$ cat src/i2c_slave_pkg.sv
// shared types and constants for the two-wire slave port
// assumes one system clock domain at 125 MHz
package i2c_slave_pkg;
   // ----------------------------------------
   // slave modes
   // ----------------------------------------
   typedef enum logic [1:0] {
      MODE_7BIT = 2'b00,
      MODE_10BIT = 2'b01,
      MODE_7BIT_SP = 2'b10,
      MODE_10BIT_SP = 2'b11
   } slaveMode_t;

   typedef enum logic [2:0] {
      ST_IDLE = 3'b000,
      ST_ADDR = 3'b001,
      ST_LOWADDR = 3'b010,
      ST_RX = 3'b011,
      ST_TX = 3'b100,
      ST_WAIT = 3'b101
   } phase_t;

   // ----------------------------------------
   // constants
   // ----------------------------------------
   localparam int BYTE_BITS = 8;
   localparam int ACK_BIT = 9;
   localparam int CNT_W = 4;
   localparam logic [4:0] TEN_BIT_HEAD = 5'h1E;
   localparam int TEN_A9_POS = 2;
   localparam int TEN_A8_POS = 1;
   localparam int FIFO_DEPTH = 4;
   localparam logic [7:0] ADDR_RESET = 8'h00;
   localparam logic [7:0] MASK_RESET = 8'hFF;

   // ----------------------------------------
   // carriers
   // ----------------------------------------
   typedef struct packed {
      logic [7:0] ownAddress;
      logic [7:0] addressMask;
      slaveMode_t portModeSelect;
      logic portEnable;
      logic addressHoldEnable;
      logic dataHoldEnable;
      logic ackDataBit;
      logic startIrqEnable;
      logic stopIrqEnable;
   } slaveCfg_t;

   typedef struct packed {
      logic startSeen;
      logic stopSeen;
      logic busActive;
      logic ackStatusBit;
      logic ackTimeStatus;
      logic readWrite;
      logic priorMatch;
      logic busCollision;
      logic receiveOverflowFlag;
   } slaveStat_t;
endpackage

$ cat src/i2c_slave_conditions.sv
// two-wire slave: bus conditions, address match and acknowledge
// assumes bus lines arrive asynchronously; open-drain pads outside
`timescale 1ns/1ps
module i2c_slave_conditions
   import i2c_slave_pkg::*;
#(
   parameter int FIFO_WORDS = FIFO_DEPTH
) (
   // clock and reset
   input wire logic clk_sys,
   input wire logic reset_n,
   // bus pins, open drain
   input wire logic busClockLineIn,
   output logic busClockLineOut,
   output logic busClockLineOe,
   input wire logic busDataLineIn,
   output logic busDataLineOut,
   output logic busDataLineOe,
   // configuration and software controls
   input wire i2c_slave_pkg::slaveCfg_t cfg,
   input wire logic portIrqClear,
   input wire logic overflowClear,
   input wire logic clockRelease,
   input wire logic ownAddressWritten,
   // transmit data from software
   input wire logic [7:0] txData,
   input wire logic txLoad,
   // receive buffer stream
   output logic rxValid,
   input wire logic rxReady,
   output logic [7:0] receiveBuffer,
   // status
   output logic portIrqFlag,
   output logic bufferFullFlag,
   output i2c_slave_pkg::slaveStat_t stat
);
   import i2c_slave_pkg::*;

   // ----------------------------------------
   // state
   // ----------------------------------------
   typedef struct packed {
      logic [1:0] sclSync;
      logic [1:0] sdaSync;
      logic sclPrev;
      logic sdaPrev;
      phase_t phase;
      logic [CNT_W-1:0] bitCnt;
      logic [7:0] shiftReg;
      logic [7:0] txShift;
      logic sdaLow;
      logic sclHold;
      logic lowSeen;
      logic ackPhase;
      logic ackDrive;
      logic readMode;
      logic firstByte;
      logic pushReq;
      logic [7:0] pushData;
      logic irq;
      logic startSeen;
      logic stopSeen;
      logic busActive;
      logic ackStatus;
      logic ackTime;
      logic readWrite;
      logic priorMatch;
      logic collision;
      logic overflow;
   } core_t;

   core_t s_r;
   core_t s_nxt;
   logic fifoInReady;
   logic fifoOutValid;
   logic [7:0] fifoOutData;

   // ----------------------------------------
   // receive buffer
   // ----------------------------------------
   byte_fifo #(
      .WIDTH(8),
      .DEPTH(FIFO_WORDS)
   ) rxFifo (
      .clk_sys(clk_sys),
      .reset_n(reset_n),
      .inValid(s_r.pushReq),
      .inReady(fifoInReady),
      .inData(s_r.pushData),
      .outValid(fifoOutValid),
      .outReady(rxReady),
      .outData(fifoOutData)
   );

   assign rxValid = fifoOutValid;
   assign receiveBuffer = fifoOutData;
   assign bufferFullFlag = !fifoInReady;

   // ----------------------------------------
   // condition and edge detection
   // ----------------------------------------
   logic scl;
   logic sda;
   logic sclRise;
   logic sclFall;
   logic startCond;
   logic stopCond;
   logic spMode;
   logic tenBit;
   logic holdBoth;
   logic holdAny;
   logic [7:0] maskedRx;
   logic [7:0] maskedOwn;
   logic addrMatch7;
   logic headMatch;
   logic lowMatch;
   logic [7:0] fullByte;

   assign scl = s_r.sclSync[1];
   assign sda = s_r.sdaSync[1];
   assign sclRise = scl && !s_r.sclPrev;
   assign sclFall = !scl && s_r.sclPrev;
   assign startCond = scl && s_r.sclPrev && s_r.sdaPrev && !sda;
   assign stopCond = scl && s_r.sclPrev && !s_r.sdaPrev && sda && s_r.lowSeen;
   assign spMode = cfg.portModeSelect[1];
   assign tenBit = cfg.portModeSelect[0];
   assign holdBoth = cfg.addressHoldEnable && cfg.dataHoldEnable;
   assign holdAny = cfg.addressHoldEnable || cfg.dataHoldEnable;
   assign fullByte = {s_r.shiftReg[6:0], sda};
   assign maskedRx = s_r.shiftReg & cfg.addressMask;
   assign maskedOwn = cfg.ownAddress & cfg.addressMask;
   assign addrMatch7 = (maskedRx[7:1] == maskedOwn[7:1]);
   assign headMatch = (s_r.shiftReg[7:3] == TEN_BIT_HEAD)
      && (s_r.shiftReg[2] == cfg.ownAddress[TEN_A9_POS])
      && (s_r.shiftReg[1] == cfg.ownAddress[TEN_A8_POS]);
   assign lowMatch = (maskedRx == maskedOwn);

   // ----------------------------------------
   // next state
   // ----------------------------------------
   always_comb begin
      s_nxt = s_r;
      s_nxt.sclSync = {s_r.sclSync[0], busClockLineIn};
      s_nxt.sdaSync = {s_r.sdaSync[0], busDataLineIn};
      s_nxt.sclPrev = scl;
      s_nxt.sdaPrev = sda;
      s_nxt.pushReq = 1'b0;
      if (portIrqClear) begin
         s_nxt.irq = 1'b0;
      end
      if (overflowClear) begin
         s_nxt.overflow = 1'b0;
      end
      if (clockRelease) begin
         s_nxt.sclHold = 1'b0;
      end
      if (txLoad) begin
         s_nxt.txShift = txData;
      end
      if (!scl) begin
         s_nxt.lowSeen = 1'b1;
      end
      if (scl && sda) begin
         s_nxt.busActive = s_r.busActive;
      end
      // collision: releasing for high but line is low
      if (scl && s_r.readMode && !s_r.sdaLow && !s_r.ackPhase && s_r.phase == ST_TX && !sda) begin
         s_nxt.collision = 1'b1;
         s_nxt.phase = ST_IDLE;
         s_nxt.readMode = 1'b0;
      end
      if (!cfg.portEnable) begin
         s_nxt.phase = ST_IDLE;
         s_nxt.sdaLow = 1'b0;
         s_nxt.sclHold = 1'b0;
         s_nxt.busActive = 1'b0;
      end else if (startCond) begin
         // start and restart share the same reset of slave logic
         if (s_r.sdaLow && s_r.phase == ST_IDLE) begin
            s_nxt.collision = 1'b1;
         end
         s_nxt.startSeen = 1'b1;
         s_nxt.stopSeen = 1'b0;
         s_nxt.busActive = 1'b1;
         s_nxt.lowSeen = 1'b0;
         s_nxt.phase = ST_ADDR;
         s_nxt.bitCnt = '0;
         s_nxt.sdaLow = 1'b0;
         s_nxt.sclHold = 1'b0;
         s_nxt.ackPhase = 1'b0;
         s_nxt.readMode = 1'b0;
         s_nxt.firstByte = 1'b1;
         if (spMode || cfg.startIrqEnable) begin
            s_nxt.irq = 1'b1;
         end
      end else if (stopCond) begin
         s_nxt.stopSeen = 1'b1;
         s_nxt.startSeen = 1'b0;
         s_nxt.busActive = 1'b0;
         s_nxt.phase = ST_IDLE;
         s_nxt.sdaLow = 1'b0;
         s_nxt.sclHold = 1'b0;
         s_nxt.readMode = 1'b0;
         s_nxt.priorMatch = 1'b0;
         if (spMode || cfg.stopIrqEnable) begin
            s_nxt.irq = 1'b1;
         end
      end else if (s_r.phase != ST_IDLE && s_r.phase != ST_WAIT) begin
         if (sclRise) begin
            if (s_r.ackPhase) begin
               if (s_r.readMode) begin
                  s_nxt.ackStatus = sda;
               end
            end else begin
               s_nxt.shiftReg = fullByte;
               s_nxt.bitCnt = s_r.bitCnt + 1'b1;
            end
         end
         if (sclFall) begin
            if (s_r.ackPhase) begin
               // ninth falling edge ends the byte
               s_nxt.ackPhase = 1'b0;
               s_nxt.ackTime = 1'b0;
               s_nxt.bitCnt = '0;
               s_nxt.sdaLow = 1'b0;
               if (s_r.readMode) begin
                  if (s_r.ackStatus) begin
                     s_nxt.phase = ST_IDLE;
                     s_nxt.readMode = 1'b0;
                  end else begin
                     s_nxt.phase = ST_TX;
                     s_nxt.sdaLow = !s_r.txShift[7];
                     s_nxt.txShift = {s_r.txShift[6:0], 1'b0};
                     s_nxt.irq = 1'b1;
                  end
               end else if (s_r.ackDrive) begin
                  s_nxt.irq = 1'b1;
               end
            end else if (s_r.bitCnt == CNT_W'(BYTE_BITS)) begin
               // eighth falling edge: decide the acknowledge
               s_nxt.ackPhase = 1'b1;
               s_nxt.ackDrive = 1'b0;
               s_nxt.sdaLow = 1'b0;
               s_nxt.firstByte = 1'b0;
               case (s_r.phase)
                  ST_ADDR: begin
                     if (tenBit) begin
                        if (headMatch && s_r.shiftReg[0] && s_r.priorMatch) begin
                           s_nxt.ackDrive = 1'b1;
                           s_nxt.readMode = 1'b1;
                           s_nxt.readWrite = 1'b1;
                           s_nxt.sclHold = 1'b1;
                        end else if (headMatch && !s_r.shiftReg[0]) begin
                           s_nxt.priorMatch = 1'b0;
                           s_nxt.ackDrive = 1'b1;
                           s_nxt.phase = ST_LOWADDR;
                        end else begin
                           s_nxt.priorMatch = 1'b0;
                           s_nxt.phase = ST_IDLE;
                        end
                     end else if (addrMatch7) begin
                        s_nxt.ackDrive = 1'b1;
                        s_nxt.readMode = s_r.shiftReg[0];
                        s_nxt.readWrite = s_r.shiftReg[0];
                        s_nxt.phase = s_r.shiftReg[0] ? ST_TX : ST_RX;
                        s_nxt.sclHold = s_r.shiftReg[0];
                     end else begin
                        s_nxt.phase = ST_IDLE;
                     end
                  end
                  ST_LOWADDR: begin
                     s_nxt.ackDrive = lowMatch;
                     s_nxt.priorMatch = lowMatch;
                     s_nxt.readWrite = 1'b0;
                     s_nxt.phase = lowMatch ? ST_RX : ST_IDLE;
                  end
                  ST_TX: begin
                     s_nxt.ackDrive = 1'b0;
                  end
                  default: begin
                     s_nxt.ackDrive = 1'b1;
                  end
               endcase
               if (s_r.phase != ST_TX && s_nxt.ackDrive) begin
                  if (holdAny) begin
                     s_nxt.ackTime = 1'b1;
                     s_nxt.irq = 1'b1;
                  end
                  if (bufferFullFlag || s_r.overflow) begin
                     s_nxt.ackDrive = 1'b0;
                     s_nxt.overflow = 1'b1;
                  end else begin
                     s_nxt.pushReq = (s_r.phase != ST_LOWADDR) || lowMatch;
                     s_nxt.pushData = s_r.shiftReg;
                  end
                  if (holdBoth) begin
                     s_nxt.ackDrive = s_nxt.ackDrive && !cfg.ackDataBit;
                  end
                  s_nxt.sdaLow = s_nxt.ackDrive;
               end
            end else if (s_r.phase == ST_TX && s_r.readMode) begin
               s_nxt.sdaLow = !s_r.txShift[7];
               s_nxt.txShift = {s_r.txShift[6:0], 1'b0};
            end
         end
      end
      if (ownAddressWritten && s_r.phase == ST_LOWADDR) begin
         s_nxt.sclHold = 1'b0;
      end
   end

   always_ff @(posedge clk_sys or negedge reset_n) begin
      if (!reset_n) begin
         s_r <= '0;
         s_r.sclSync <= 2'h3;
         s_r.sdaSync <= 2'h3;
         s_r.sclPrev <= 1'b1;
         s_r.sdaPrev <= 1'b1;
         s_r.phase <= ST_IDLE;
      end else begin
         s_r <= s_nxt;
      end
   end

   // ----------------------------------------
   // pins and status
   // ----------------------------------------
   assign busDataLineOut = 1'b0;
   assign busDataLineOe = s_r.sdaLow;
   assign busClockLineOut = 1'b0;
   assign busClockLineOe = s_r.sclHold;
   assign portIrqFlag = s_r.irq;
   assign stat.startSeen = s_r.startSeen;
   assign stat.stopSeen = s_r.stopSeen;
   assign stat.busActive = s_r.busActive;
   assign stat.ackStatusBit = s_r.ackStatus;
   assign stat.ackTimeStatus = s_r.ackTime;
   assign stat.readWrite = s_r.readWrite;
   assign stat.priorMatch = s_r.priorMatch;
   assign stat.busCollision = s_r.collision;
   assign stat.receiveOverflowFlag = s_r.overflow;
endmodule

$ cat src/byte_fifo.sv
// small synchronous FIFO with valid/ready on both sides
// assumes one clock, asynchronous active-low reset
`timescale 1ns/1ps
module byte_fifo #(
   parameter int WIDTH = 8,
   parameter int DEPTH = 4
) (
   // clock and reset
   input wire logic clk_sys,
   input wire logic reset_n,
   // fill side
   input wire logic inValid,
   output logic inReady,
   input wire logic [WIDTH-1:0] inData,
   // drain side
   output logic outValid,
   input wire logic outReady,
   output logic [WIDTH-1:0] outData
);
   localparam int AW = $clog2(DEPTH);
   typedef struct packed {
      logic [AW-1:0] wrPtr;
      logic [AW-1:0] rdPtr;
      logic [AW:0] count;
   } fifoState_t;

   logic [WIDTH-1:0] mem [DEPTH];
   fifoState_t state_r;
   fifoState_t state_nxt;
   logic doWrite;
   logic doRead;

   assign inReady = (state_r.count != (AW+1)'(DEPTH));
   assign outValid = (state_r.count != '0);
   assign outData = mem[state_r.rdPtr];
   assign doWrite = inValid && inReady;
   assign doRead = outValid && outReady;

   always_comb begin
      state_nxt = state_r;
      if (doWrite) begin
         state_nxt.wrPtr = (state_r.wrPtr == AW'(DEPTH - 1)) ? '0 : state_r.wrPtr + 1'b1;
      end
      if (doRead) begin
         state_nxt.rdPtr = (state_r.rdPtr == AW'(DEPTH - 1)) ? '0 : state_r.rdPtr + 1'b1;
      end
      if (doWrite && !doRead) begin
         state_nxt.count = state_r.count + 1'b1;
      end else if (doRead && !doWrite) begin
         state_nxt.count = state_r.count - 1'b1;
      end
   end

   always_ff @(posedge clk_sys or negedge reset_n) begin
      if (!reset_n) begin
         state_r <= '0;
      end else begin
         state_r <= state_nxt;
      end
   end

   always_ff @(posedge clk_sys) begin
      if (doWrite) begin
         mem[state_r.wrPtr] <= inData;
      end
   end
endmodule

$ cat config.mk
export PLATFORM = sky130hd
export DESIGN_NAME = i2c_slave_conditions
export DESIGN_NICKNAME = d
export VERILOG_FILES = /design/src/i2c_slave_pkg.sv /design/src/i2c_slave_conditions.sv /design/src/byte_fifo.sv
export SDC_FILE = /design/constraint.sdc
export NUM_CORES = 1
export LEC_CHECK = 0
export ABC_AREA = 1
export ABC_CLOCK_PERIOD_IN_PS = 3200
export BUFFER_PORTS_ARGS = -buffer_cell sky130_fd_sc_hd__buf_2
export CAP_MARGIN = 0
export CORE_UTILIZATION = 45
export DETAILED_ROUTE_END_ITERATION = 16
export SKIP_CTS_REPAIR_TIMING = 1
export SKIP_LAST_GASP = 1
export SYNTH_ARGS = -nofsm -noshare
export SYNTH_HDL_FRONTEND = slang
export SYNTH_SLANG_ARGS = --single-unit
$ cat constraint.sdc
create_clock -name clk_sys -period 3.2 [get_ports clk_sys]
set_input_delay 0.64 -clock clk_sys [delete_from_list [all_inputs] [get_ports clk_sys]]
set_output_delay 0.64 -clock clk_sys [all_outputs]
set_load 0.1 [all_outputs]
======== Word level (Yosys, flattened, before mapping) ========
Memories as Yosys holds them, arrays and structs flattened.
Cells that the tools add are included.
word-level totals
  bits in registers ....................... 62
  memories ................................ 1
  word-level logic and storage cells ...... 299
  input port bits ......................... 42
  output and inout bits ................... 24
  memory bits (writable) .................. 32
memory list
  memory      words  bits a word  rd ports  clocked after memory_dff  write ports  line             text
  rxFifo.mem  4      8            1         0                         1            byte_fifo.sv:27  logic [WIDTH-1:0] mem [DEPTH];
cells by class
  $add $sub $neg .......................... 5
  muxes and demuxes ....................... 155
  eq/ne operators ......................... 28
  reduce and logical (&&, ||, !) cells .... 74
  bitwise logic cells ..................... 6
operators by type and width
  kind                  number
  $mux W1               86
  $mux W12              6
  $mux W9               7
  $mux W3               15
  $mux W14              3
  $mux W10              4
  $mux W2               20
  $mux W8               4
  $logic_and A1 B1 Y1   29
  $mux W25              1
  $reduce_bool A2 Y1    12
  $ne A3 B3 Y1 const B  7
  $mux W20              1
  $reduce_and A9 Y1     2
  $mux W17              1
  $and A8 B8 Y8         2
  $mux W7               2
  $reduce_and A7 Y1     2
  $logic_not A1 Y1      12
  $reduce_and A6 Y1     2
  $ne A5 B5 Y1 const B  2
  $reduce_and A10 Y1    1
  $reduce_bool A3 Y1    3
  $eq A8 B8 Y1          1
  29 further kinds      43

======== Longest topological paths before layout ========
  word-level depth ........................ 51
  mapped depth ............................ 15
  mapped depth without buffers ............ 15

======== Modules after synthesis ========
Synthesis repeated with hierarchy kept, for this count alone.
second synthesis, totals
  cell total of the unflattened synthesis .. 586
  area total of the unflattened synthesis .. 5084.9 µm²
by module, submodules not included
  module                sequential area each (µm²)  cells each  instances  area an instance (µm²)
  i2c_slave_conditions  1358.8                      434         1          3328.2
  byte_fifo             1136.1                      152         1          1756.7

======== Worst setup path before layout ========
Ideal clock, no wire load.
  kind .................................... reg2reg
  from .................................... register rxFifo.state_r[0] (netlist bit)
  to ...................................... register rxFifo.state_r[1] (netlist bit)
  required time ........................... 3.075 ns
  library setup time ...................... 0.125 ns
  slack ................................... -0.947 ns
  cell stages (with the launch flop) ...... 7
  clock period less this slack ............ 4.147 ns
  arrival time ............................ 4.022 ns
  cells stage by stage .................... dfrtp_1 -> nor3_1 -> nor2_1 -> ha_1 -> inv_1 -> fa_1 -> mux2_2
RTL lines
  item                      line             text
  start: declaration        byte_fifo.sv:28  fifoState_t state_r;
  start signal: assignment  byte_fifo.sv:58  state_r <= state_nxt;

======== Worst setup path after layout ========
  from .................................... register rxFifo.state_r[3] (netlist bit)
  to ...................................... output receiveBuffer[2]
between the ends
  word-level cells in the longest chain between the ends .. 1
RTL lines
  item              line                        text
  $mem_v2 Z4 W8     n/a
  end: declaration  i2c_slave_conditions.sv:31  output logic [7:0] receiveBuffer,
Every way passes these cells.

==> run metrics <==
status=completed; final hold viol count=0; nets@finish=667; drt pass-1 iters=6; Total GRT Usage=20.4%; number of max-cap violations=0; Clock Skew=7.11 ps; peak supply drop=392 µV; CP startpoint kind=flop; vias in the first global route=3663; cell internal pwr=1.82 mW; final instance area=5360 µm²; worst reg2reg path depth=10; EDFF count, synth=32; Remaining DRCs=0; Post-Place Worst Slack=802 ps; clock network power share=22.5%; Synth Flop Type=dfrtp_1; placed instance area=5180 µm²; cell with the most instances after synthesis=nand2_1; Synth async-reset ratio=65.6%; crit path max fanout=19; final wirelength=10.3 mm; die extent in y=105 µm; Yosys cell types=43; Fin Hold WS=331 ps; Area Growth Syn to Fin=11.6%; part of the power in registers=42.6%; Slew @ Worst Pin=794 ps; RSZ-0062 raised after global routing=no; placer's final routability congestion estimate=0.916; Final Max Slew Viols=0; Root Buffer=clkbuf_8; Post-synth top cells=123 x nand2_1, 67 x inv_1, 63 x nor2_1, 55 x dfrtp_1, 40 x o21ai_0; met3 Use GR=3.96%; Ys Warns=0; Via-to-Cell Ratio=5.04; R2R setup slack=1150 ps; Pleak=2.49 nW; Die W=105 µm; switch share=44.5%; GR met2 Demand/Resource=33.2%; Filler Cell Count=1013; synthesized area per cell=8.60 µm²; clock slew at reported path FFs=90 ps; IO Port Bufs=63; final period utilization=87.9%; pwr/cell area=612 nW/µm²; mapped cell area=4800 µm²; reg2reg start=s_r[50]$_DFF_PN1_; Initial Utilization=46.5%; Congestion Overflow GR=0; htree depth=3; final setup fails=0; Reg2Reg Capture Point=s_r[42]$_DFFE_PN0P_; Synth Instances=559; layout cells sized above 1=20.9%; Routed Antenna Nets=0; Synth top area share=28.6%; initial antenna violation count=0; Post-Route Setup TNS=0 ps; crit path DAT=2170 ps; ant diodes=0; Placed Cells incl. Taps=741; max frequency=355 MHz; FF+latch count, synth=93; num ports=66; top cells by area, synth=dfrtp_1 29%, edfxtp_1 20%, nand2_1 9.6%; per-cell routed wire length=13.5 µm; Post-DP HPWL=7.74 mm; Psw=1.46 mW; GRT Max-Usage Layer=met2; endpoint class of the critical path=primary output; CP Class=reg -> out; DIE AREA=11100 µm²; sequential fraction of the synthesis area=51.9%; core box area=10300 µm²; starting DRC count in detailed routing=228; clock sink total=93; GRT met1 Usage=27.4%; Hold WC Path Type=in -> async; Clock Latency Late Sink=370 ps; CP required=2560 ps; Comb power frac=34.9%; Via Count=3818; first-pass GRT wire length=17.6 mm; CTS tree=yes; worst-case clock buffer depth=2; row cnt=37; total clock buffers created by CTS=9; pin count of the biggest net entering global routing=32; largest area contributor in the netlist=dfrtp_1; worst setup margin=387 ps; Layout Cells excl Fill=757; slew margin rel.=46.9%; clock period minus worst slack=2810 ps
cell families (layout without fill, tap and decap cells):
| logic type | after synthesis | after routing | synth area share, % |
|---|---|---|---|
| buf+inv | 105 | 166 | 9.43 |
| mux | 3 | 3 | 0.651 |
| simple gates | 245 | 245 | 22.3 |
| other cells | 1 | 2 | 0.0781 |
| compound gates | 100 | 100 | 12.6 |
| flops | 93 | 93 | 51.9 |
| xor+xnor | 3 | 3 | 0.547 |
| fa+ha+maj | 9 | 9 | 2.50 |
layout by cell type (no fill, tap or decap), drive strengths merged, types with 2 or more instances in the layout:
master	instances
clkbuf	9
o211ai	6
a21oi	15
a211oi	2
mux2i	2
clkinv	3
xor2	2
inv	87
ha	8
nand2	128
nor3	11
o31ai	2
conb	2
buf	65
o21ai	57
dfstp	6
nand3	32
nor2	66
nor4	3
clkinvlp	2
a31oi	5
nand4	5
edfxtp	32
o21a	2
o22ai	10
dfrtp	55
state kept, by name (all words and copies together), names as in the netlist:
signal	flops
stat	9
busClockLineOe	1
s_nxt	3
rxFifo.mem	32
s_r	31
rxFifo.state_r	7
busDataLineOe	1
portIrqFlag	1
fullByte	8
how the worst max path moves through the flow:
stage                                              from          endpoint  slack (ps)
after floorplan           rxFifo.state_r[3]$_DFFE_PN0P_  receiveBuffer[7]          40
after global placement    rxFifo.state_r[3]$_DFFE_PN0P_  receiveBuffer[2]         840
after detailed placement  rxFifo.state_r[3]$_DFFE_PN0P_  receiveBuffer[2]         800
after CTS                 rxFifo.state_r[3]$_DFFE_PN0P_  receiveBuffer[2]         380
after global routing      rxFifo.state_r[3]$_DFFE_PN0P_  receiveBuffer[2]         170
final                     rxFifo.state_r[3]$_DFFE_PN0P_  receiveBuffer[2]         390
critical path, stage by stage, from the launching register on:
cell and delay, ps:
dfrtp_1 580, inv_1 460, o21ai_0 150, o22ai_1 160
buf_2 460
per-stage QoR:
| stage | utilization, % | total power [mW] |
|---|---|---|
| 4_1_cts | 52.0 | 3.32 |
| 3_3_place_gp | 50.2 | 2.55 |
| 6_report | 52.0 | 3.28 |
| 3_5_place_dp | 50.2 | 2.57 |
| 5_1_grt | 52.0 | 3.47 |
| 2_1_floorplan | - | 2.37 |
final cells by class:
class | instances | area, µm² | share of cell area, %
clock buffer | 9 | 124 | 2.31
sequential | 93 | 2490 | 46.5
clock inverter | 7 | 60.1 | 1.12
multi-input combinational | 362 | 1870 | 34.8
tap | 136 | 170 | 3.17
inverter | 85 | 319 | 5.95
timing repair buffer | 65 | 330 | 6.16
power by group through the flow:
stage	logic, mW	clock network, mW	registers [mW]
final	1.15	0.738	1.40
after global routing	1.23	0.827	1.41
after CTS	1.15	0.767	1.40
after detailed placement	1.15	0	1.42
after global placement	1.13	0	1.42
after floorplan	0.985	0	1.38
per-layer routing:
metal,wire length (µm),vias to the layer above,part of all wire [%]
met5,0,-,0
met4,64,0,0.62
met3,386,5,3.8
met2,5080,72,50
met1,4730,1815,46
li1,-,1926,-
Note: power is estimated with default switching activity, not from simulation.
